==> src/sxa_alu_regs.svh <==
// register offsets, field positions, reset values of the alu datapath
// assumes inclusion by bare name from the design file that needs it
`ifndef SXA_ALU_REGS_SVH
`define SXA_ALU_REGS_SVH

// register offsets on the plain register port
`define SXA_ADDR_ACC 4'h0
`define SXA_ADDR_STATUS 4'h1
`define SXA_ADDR_RESULT 4'h2
`define SXA_ADDR_COUNT 4'h3

// status register field positions
`define SXA_ST_CARRY 0
`define SXA_ST_NIBBLE 1
`define SXA_ST_ZERO 2

// reset values
`define SXA_ACC_RESET 8'h00
`define SXA_STATUS_RESET 3'h0
`define SXA_RESULT_RESET 8'h00
`define SXA_COUNT_RESET 8'h00
`define SXA_WB_ADDR_RESET 7'h00
`define SXA_WB_DATA_RESET 8'h00
`define SXA_RDATA_RESET 8'h00

`endif

==> src/sxa_pkg.sv <==
// types shared by the alu datapath and its surroundings
// assumes the decoder sends one request per cycle at most
package sxa_pkg;

	// operations served by this datapath
	typedef enum logic [1:0] {
		sxa_op_sub,
		sxa_op_xor_mem,
		sxa_op_swap,
		sxa_op_xor_imm
	} sxa_op_t;

	// one request from the instruction decoder
	typedef struct packed {
		sxa_op_t op;
		logic target;
		logic [6:0] mem_addr;
		logic [7:0] imm;
	} sxa_req_t;

	// arithmetic status flags kept by the datapath
	typedef struct packed {
		logic zero;
		logic nibble_borrow_not;
		logic carry;
	} sxa_flags_t;

endpackage

==> src/sxa_alu.sv <==
// accumulator datapath: subtract, xor (memory and immediate), nibble exchange
// assumes decoder, operand fetch and register port share sys_clk; no sync needed
`timescale 1ns/1ps
`include "sxa_alu_regs.svh"

// Overview of operation
// - subtract_acc_from_memory computes memory operand minus accumulator, operand from a 7-bit address.
// - target select 0 sends a memory-operand result to the accumulator, 1 back to the operand.
// - subtract sets carry unless acc exceeds operand, and nibble_borrow_not likewise on low nibbles.
// - xor_acc_with_memory xors accumulator and operand, routes by target, touches only zero.
// - nibble_exchange swaps operand nibbles and routes the result by target.
// - nibble_exchange leaves carry, nibble_borrow_not and zero as they were.
// - xor_immediate xors accumulator with an 8-bit immediate, writes acc and updates zero.
module sxa_alu #(
	parameter int DATA_W = 8,
	parameter int FADDR_W = 7
) (
	// clock and reset
	input wire logic sys_clk,
	input wire logic reset_n,
	// register port
	input wire logic [3:0] reg_addr,
	input wire logic [7:0] reg_wdata,
	input wire logic reg_wr,
	input wire logic reg_rd,
	output logic [7:0] reg_rdata,
	// request from the decoder with its fetched operand
	input wire logic op_valid,
	input wire sxa_pkg::sxa_req_t op_req,
	input wire logic [7:0] mem_operand,
	// write back to the register file
	output logic mem_wr,
	output logic [6:0] mem_addr,
	output logic [7:0] mem_wdata,
	// core state
	output logic [7:0] acc,
	output sxa_pkg::sxa_flags_t flags,
	output logic op_done
);
	import sxa_pkg::*;

	// nibble logic and field widths are fixed by the instruction format
	if (DATA_W != 8 || FADDR_W != 7) begin : g_width_check
		$error("sxa_alu: only DATA_W=8 and FADDR_W=7 are supported");
	end

	logic [7:0] next_result;
	sxa_flags_t next_flags;
	logic to_memory;
	logic [8:0] full_diff;
	logic [4:0] low_diff;
	logic [7:0] last_result;
	logic [7:0] op_count;
	// the write-back path has no forwarding: the decoder must refetch after
	// a memory-targeted result before it reads that address again

	// borrow out of a widened subtract gives the carry without a comparator
	assign full_diff = {1'b0, mem_operand} - {1'b0, acc};
	assign low_diff = {1'b0, mem_operand[3:0]} - {1'b0, acc[3:0]};

	// result and flag selection per operation
	always_comb begin
		next_result = mem_operand;
		next_flags = flags;
		to_memory = 1'b0;
		case (op_req.op)
			sxa_op_sub: begin
				next_result = full_diff[7:0];
				next_flags.carry = ~full_diff[8];
				next_flags.nibble_borrow_not = ~low_diff[4];
				next_flags.zero = (full_diff[7:0] == 8'h00);
				to_memory = op_req.target;
			end
			sxa_op_xor_mem: begin
				next_result = acc ^ mem_operand;
				next_flags.zero = ((acc ^ mem_operand) == 8'h00);
				to_memory = op_req.target;
			end
			sxa_op_swap: begin
				next_result = {mem_operand[3:0], mem_operand[7:4]};
				next_flags = flags;
				to_memory = op_req.target;
			end
			sxa_op_xor_imm: begin
				next_result = acc ^ op_req.imm;
				next_flags.zero = ((acc ^ op_req.imm) == 8'h00);
				to_memory = 1'b0;
			end
			default: begin
				next_result = mem_operand;
				next_flags = flags;
				to_memory = 1'b0;
			end
		endcase
	end

	// accumulator: an executing accumulator-targeted operation wins over a software write
	always_ff @(posedge sys_clk or negedge reset_n) begin
		if (!reset_n) begin
			acc <= `SXA_ACC_RESET;
		end else if (op_valid && !to_memory) begin
			acc <= next_result;
		end else if (reg_wr && reg_addr == `SXA_ADDR_ACC) begin
			acc <= reg_wdata;
		end
	end

	// status flags: same priority, hardware update beats software write
	always_ff @(posedge sys_clk or negedge reset_n) begin
		if (!reset_n) begin
			flags <= `SXA_STATUS_RESET;
		end else if (op_valid) begin
			flags <= next_flags;
		end else if (reg_wr && reg_addr == `SXA_ADDR_STATUS) begin
			flags.carry <= reg_wdata[`SXA_ST_CARRY];
			flags.nibble_borrow_not <= reg_wdata[`SXA_ST_NIBBLE];
			flags.zero <= reg_wdata[`SXA_ST_ZERO];
		end
	end

	// write back toward the register file, one-cycle strobe
	always_ff @(posedge sys_clk or negedge reset_n) begin
		if (!reset_n) begin
			mem_wr <= 1'b0;
			mem_addr <= `SXA_WB_ADDR_RESET;
			mem_wdata <= `SXA_WB_DATA_RESET;
		end else begin
			mem_wr <= op_valid && to_memory;
			if (op_valid && to_memory) begin
				mem_addr <= op_req.mem_addr;
				mem_wdata <= next_result;
			end
		end
	end

	// completion pulse and last result for software inspection
	always_ff @(posedge sys_clk or negedge reset_n) begin
		if (!reset_n) begin
			op_done <= 1'b0;
			last_result <= `SXA_RESULT_RESET;
		end else begin
			op_done <= op_valid;
			if (op_valid) begin
				last_result <= next_result;
			end
		end
	end

	// executed-operation counter; counting wins over a clearing write
	always_ff @(posedge sys_clk or negedge reset_n) begin
		if (!reset_n) begin
			op_count <= `SXA_COUNT_RESET;
		end else if (op_valid) begin
			op_count <= op_count + 8'h01; // wraps, software samples deltas
		end else if (reg_wr && reg_addr == `SXA_ADDR_COUNT) begin
			op_count <= `SXA_COUNT_RESET;
		end
	end

	// read data only in the cycle after the strobe, zero otherwise
	always_ff @(posedge sys_clk or negedge reset_n) begin
		if (!reset_n) begin
			reg_rdata <= `SXA_RDATA_RESET;
		end else if (reg_rd) begin
			case (reg_addr)
				`SXA_ADDR_ACC: reg_rdata <= acc;
				`SXA_ADDR_STATUS: reg_rdata <= {5'h00, flags};
				`SXA_ADDR_RESULT: reg_rdata <= last_result;
				`SXA_ADDR_COUNT: reg_rdata <= op_count;
				default: reg_rdata <= 8'h00; // unmapped reads as zero
			endcase
		end else begin
			reg_rdata <= 8'h00;
		end
	end
endmodule

==> config.mk <==
export PLATFORM = sky130hd
export DESIGN_NAME = sxa_alu
export DESIGN_NICKNAME = d
export VERILOG_FILES = /design/src/sxa_pkg.sv /design/src/sxa_alu.sv
export VERILOG_INCLUDE_DIRS = /design/src
export SDC_FILE = /design/constraint.sdc
export NUM_CORES = 1
export LEC_CHECK = 0
export ABC_AREA = 1
export BUFFER_PORTS_ARGS = -buffer_cell sky130_fd_sc_hd__buf_4
export CAP_MARGIN = 10
export CORE_ASPECT_RATIO = 0.7
export CORE_MARGIN = 1.5
export CORE_UTILIZATION = 50
export CTS_CLUSTER_SIZE = 40
export DETAILED_ROUTE_END_ITERATION = 16
export MAX_ROUTING_LAYER = met4
export PLACE_DENSITY_LB_ADDON = 0.1
export SYNTH_ARGS = -nofsm -noshare
export SYNTH_HDL_FRONTEND = slang
export SYNTH_SLANG_ARGS = --single-unit
==> constraint.sdc <==
create_clock -name sys_clk -period 2.2 [get_ports sys_clk]
set_input_delay 0.22 -clock sys_clk [delete_from_list [all_inputs] [get_ports sys_clk]]
set_output_delay 0.22 -clock sys_clk [all_outputs]
set_load 0.03 [all_outputs]
# After elaboration in Yosys (flattened, before gate mapping)
# Index checks and enable logic that the tools add are counted.
dict set report op_classes {
  addsub 3
  eq_ne 8
  mux 12
  bitwise_logic 4
  n_reduce_logical 17
}
# operator n
set ops {}
lappend ops {{8-bit case mux with 4 select lines} 2}
lappend ops {{8-bit two-way mux} 5}
lappend ops {{8-bit logical NOT} 3}
lappend ops {{8-bit bitwise XOR} 2}
lappend ops {{8-bit by 8-bit subtractor with 9-bit output} 1}
lappend ops {{8-bit by 1-bit adder with 8-bit output (second input constant)} 1}
lappend ops {{4-bit by 2-bit equality test with 1-bit output (second input constant)} 2}
lappend ops {{3-bit two-way mux} 2}
lappend ops {{2-bit nonzero test} 3}
lappend ops {{1-bit logical AND} 5}
lappend ops {{4-bit by 4-bit subtractor with 5-bit output} 1}
lappend ops {{2-bit equality test (second input constant)} 2}
lappend ops {{4-bit by 1-bit equality test with 1-bit output (second input constant)} 1}
lappend ops {{4-bit logical NOT} 1}
lappend ops {{2-bit AND reduction} 2}
lappend ops {{1-bit case mux with 3 select lines} 1}
lappend ops {{3-bit OR reduction} 1}
lappend ops {{2-bit by 1-bit equality test with 1-bit output (second input constant)} 1}
lappend ops {{2-bit logical NOT} 1}
lappend ops {{2-bit two-way mux} 1}
lappend ops {{2-bit by 1-bit inequality test with 1-bit output (second input constant)} 1}
lappend ops {{2-bit inequality test (second input constant)} 1}
lappend ops {{1-bit NOT} 2}
lappend ops {{1-bit case mux with 2 select lines} 1}
lappend ops {{1-bit logical NOT} 1}
dict set report totals {
  ff_bits 52
  inputBits 43
}

# Longest topological paths before layout
dict set report depth {
  word_depth 6
  depth_mapped 15
  mapped_depth_nobuf 15
}

# Least setup slack after synthesis
# OpenSTA, ideal clock, no wires.
dict set report synth_timing {
  path_kind {register to register}
  start {reg acc[0]}
  end {reg acc[6]}
  setup_time_ps 117
  t_arrival_ps 1821
  slack_ps 262
  path_stages_with_launch 13
  path_buffers 0
  period_less_slack_ps 1938
  cell_sequence {dfrtp_1 -> ha_1 -> fa_1 -> inv_1 -> nand2_1 -> nand2_1 -> nand3_1 -> nand3_1 -> nand2_1 -> o21ai_2 -> nand2_1 -> nand2_1 -> nand2_1}
}
dict set report synth_between {
  elab_chain_len 3
}
# item line_no
set synth_lines {}
lappend synth_lines {{start, declared} sxa_alu.sv:36} ;# output logic [7:0] acc,
lappend synth_lines {{start signal, assigned} sxa_alu.sv:100} ;# acc <= `SXA_ACC_RESET;
lappend synth_lines {{start signal, assigned} sxa_alu.sv:102} ;# acc <= next_result;
lappend synth_lines {{start signal, assigned} sxa_alu.sv:104} ;# acc <= reg_wdata;
lappend synth_lines {{8-bit by 8-bit subtractor with 9-bit output} sxa_alu.sv:58} ;# assign full_diff = {1'b0, mem_operand} - {1'b0, acc};
lappend synth_lines {{8-bit case mux with 4 select lines} sxa_alu.sv:66} ;# case (op_req.op)
lappend synth_lines {{8-bit two-way mux} sxa_alu.sv:101} ;# end else if (op_valid && !to_memory) begin
# No other way between the ends.
# A chain may end at the register's enable or synchronous reset.

# Worst setup path in the final report
# Same ends and word-level chain as after synthesis.

==> impl_metrics.json <==
{
  "result_of_the_run": "finished, final reports clean",
  "synth_largest_type_area_fraction": 0.4135,
  "wl_per_cell_um": 16.29,
  "worst-slew-pin-transition_ps": 657.9,
  "grt_first_pass_wirelength_mm": 15.08,
  "clock_sinks": 52,
  "design.die.area_sq_mm": 0.006786,
  "finish.cell_count_without_fillers": 577,
  "flow.area_growth_from_synthesis_pct": 25.09,
  "vias": 3079,
  "pwr-share-comb": 0.404,
  "ir_drop_v": 0.0006795,
  "final_period_minus_worst_setup_slack_ps": 2022,
  "p_switching_mw": 1.337,
  "min-delay-path-class": "primary input to flip-flop",
  "share_of_total_power_in_sequential_cells": 0.388,
  "dp_hpwl_mm": 7.501,
  "power.density_mw_per_mm2": 834.9,
  "hold_viol": 0,
  "layout_worst_path_cycle_share": 0.9192,
  "max-cap-violations": 0,
  "layout_common_cells": "sky130_fd_sc_hd__nand2_1, sky130_fd_sc_hd__buf_4, sky130_fd_sc_hd__dfrtp_1",
  "number_of_enable_flip_flop_cells_after_synthesis": 0,
  "ys_async_rst_share": 1.000,
  "timing.critical_path.fanout_max": 5,
  "slew_headroom": 0.5614,
  "postSynth.topFlopCell": "sky130_fd_sc_hd__dfrtp_1",
  "drt-pass1-iter-count": 6,
  "critPathRequiredTime_ps": 2410,
  "cts_inserted_buffers": 5,
  "synth_area_sq_mm": 0.003147,
  "wirelength_mm": 9.401,
  "detailedRoute.firstIterationViolations": 280,
  "synth.top_cells.by_area": "sky130_fd_sc_hd__dfrtp_1, sky130_fd_sc_hd__nand2_1, sky130_fd_sc_hd__inv_1",
  "cpMostUsedCell": "sky130_fd_sc_hd__nand2_1",
  "report.final.setup_viol": 0,
  "syn-num-nets": 472,
  "htreeDepth": 2,
  "insertion_delay_ps": 310,
  "remaining_drc_errors": 0,
  "worstSetupPathType": "flip-flop to flip-flop",
  "initial_core_util": 0.5334,
  "antenna_found_initial": 0,
  "cts_root_buffer": "sky130_fd_sc_hd__clkbuf_8",
  "route.antenna.remaining_nets": 0,
  "layout.filler_cells": 515,
  "grt_setup_unrepaired": "no",
  "timing.critical_path.buf_inv": 1,
  "totalNegativeSetupSlack_ps": 0,
  "yosys_warnings": 0,
  "dieHeight_um": 69.38,
  "slew_viol_final": 0,
  "critical_path.slowest_cell": "sky130_fd_sc_hd__dfrtp_1",
  "die_width_um": 97.82,
  "critical_path_arrival_ps": 2230,
  "synth_cells": 419,
  "grt_start_max_net_pins": 53,
  "share_of_cells_above_drive_strength_1": 0.2251,
  "longest_clk_path_bufs": 2,
  "cts_tree": "built",
  "setup.worst_path.start_class": "flip-flop",
  "leakagePower_nw": 2.086,
  "first_global_vias": 2909,
  "synthDistinctLibCells": 44,
  "placementRows": 23,
  "biggest_area_consumer_among_synthesized_cells": "sky130_fd_sc_hd__dfrtp_1",
  "globalRouteTotalUtil": 0.2958,
  "io_pins": 79,
  "core_region_area_sq_mm": 0.005899,
  "synth_sequential_area_ratio": 0.4135,
  "dp_cells": 568,
  "cts.reportedPaths.clkPinSlew_ps": 100,
  "slowest_delay_ps": 460,
  "finish.net_count": 554,
  "grt_overflow": 0,
  "final-seq-area_sq_mm": 0.001301,
  "gp_routability_congestion": 1.028,
  "mostFrequentLayoutCell": "sky130_fd_sc_hd__nand2_1",
  "io_buffers": 78,
  "syn_area_per_cell_sq_um": 7.510,
  "max_freq_ghz": 0.4945,
  "r2r_setup_slack_ps": 180,
  "timing.clock.skew_ps": 9.151,
  "clockPowerShare": 0.208,
  "area_of_combinational_cells_with_multiple_inputs_sq_mm": 0.001599,
  "via_per_inst": 5.336,
  "postSynthRegisterBits": 52,
  "crit_family": "adder cells",
  "switching_share_of_total_power": 0.4067,
  "timing.critical_path.to_type": "flip-flop",
  "cp_cell_sequence": "ha_1, fa_1, inv_1, nand2_1, nand2_1, nand3_1, nand3_1, nand2_1, o21ai_2, nand2_1, nand2_1, nand2_1",
  "cell_internal_power_dissipation_mw": 1.950,
  "diodes": 0
}
-- final timing paths --
| kind | end | from | depth (start not counted) |
|---|---|---|---|
| worst max-delay path | acc[6]$_DFFE_PN0P_ | acc[0]$_DFFE_PN0P_ | 12 |
| worst min-delay path | mem_addr[4]$_DFFE_PN0P_ | op_req[12] | 3 |
| worst max register to register | acc[6]$_DFFE_PN0P_ | acc[0]$_DFFE_PN0P_ | 12 |
| worst min register to register | mem_addr[2]$_DFFE_PN0P_ | mem_addr[2]$_DFFE_PN0P_ | 2 |
| max in group asynchronous | op_count[5]$_DFFE_PN0P_ | reset_n | 2 |
| min in group asynchronous | acc[1]$_DFFE_PN0P_ | reset_n | 2 |
-- worst register-to-register path, stage by stage (launching register included) --
cell	delay, ps
sky130_fd_sc_hd__dfrtp_1	460
sky130_fd_sc_hd__ha_1	240
sky130_fd_sc_hd__fa_1	410
sky130_fd_sc_hd__inv_1	90
sky130_fd_sc_hd__nand2_1	60
sky130_fd_sc_hd__nand2_1	50
sky130_fd_sc_hd__nand3_1	90
sky130_fd_sc_hd__nand3_1	80
sky130_fd_sc_hd__nand2_1	100
sky130_fd_sc_hd__o21ai_2	190
sky130_fd_sc_hd__nand2_1	70
sky130_fd_sc_hd__nand2_1	60
sky130_fd_sc_hd__nand2_1	40
-- metal layers --
metal	track usage	up-vias	part of all wire
met4	0.04127	0	0.0076
met2	0.4444	129	0.44
met5	-	-	0
li1	-	1521	-
met3	0.06452	6	0.082
met1	0.4235	1423	0.47
-- flip-flops by register name, summed over array words and instances, names as in the netlist, 3 cells and up --
register / cells
op_count: 8
last_result: 8
reg_rdata: 8
flags: 3
acc: 8
mem_addr: 7
mem_wdata: 8
-- what timing repair did --
action                     4_1_cts  5_1_grt
setup buffers                    0        0
hold endpoints to repair        52        0
hold buffers                     1        0
setup endpoints to repair        0        1
resized for setup                0        1
-- final cells by class --
type,count,share of cell area
clock buffer,5,0.01748
inverter,52,0.05118
clock inverter,3,0.01176
tap,75,0.02384
multi-input combinational,307,0.4062
sequential,52,0.3306
timing repair buffer,83,0.1589
-- logic make-up (layout without fill, tap and decap cells) --
group,after synthesis,in the layout,share of synthesized area
compound gates,57,57,0.1157
xor+xnor,9,9,0.02505
fa+ha+maj,10,10,0.04215
buf+inv,60,143,0.07912
flops,52,52,0.4135
mux,1,1,0.003181
simple gates,230,230,0.3213
-- power groups by stage --
stage / Clock, mW / Sequential (mW) / Combinational, mW
global placement: 0 / 1.28 / 1.31
global route: 0.733 / 1.30 / 1.45
finish: 0.683 / 1.27 / 1.33
detailed placement: 0 / 1.29 / 1.31
CTS: 0.688 / 1.27 / 1.32
floorplan: 0 / 1.46 / 0.644
-- through the flow --
step | setup WS (ps) | utilization | hold slack [ps] | instance area, sq um | total power, mW
floorplan | 261.7 | - | -75.59 | 3147 | 2.104
global placement | 136.1 | 0.6456 | 293.4 | 3809 | 2.588
detailed placement | 196.2 | 0.6456 | 297.0 | 3809 | 2.602
CTS | 173.8 | 0.6668 | 96.69 | 3934 | 3.279
global route | 37.70 | 0.6672 | 91.71 | 3936 | 3.480
finish | 177.7 | 0.6672 | 99.18 | 3936 | 3.287
-- synthesized netlist by cell type, drive strengths merged, types with 2 or more instances --
cell type and n:
dfrtp 52, a21oi 8, o2bb2ai 2, a221oi 2
a31oi 4, xor2 2, o211ai 2, o22ai 5
o2111ai 2, nor2 45, o21ai 24, inv 51
xnor2 7, nand3 32, buf 6, ha 9
nand3b 2, o221ai 5, nor3 4, or2 3
nand2 143, clkbuf 2
Power figures use the tool's default switching activity.
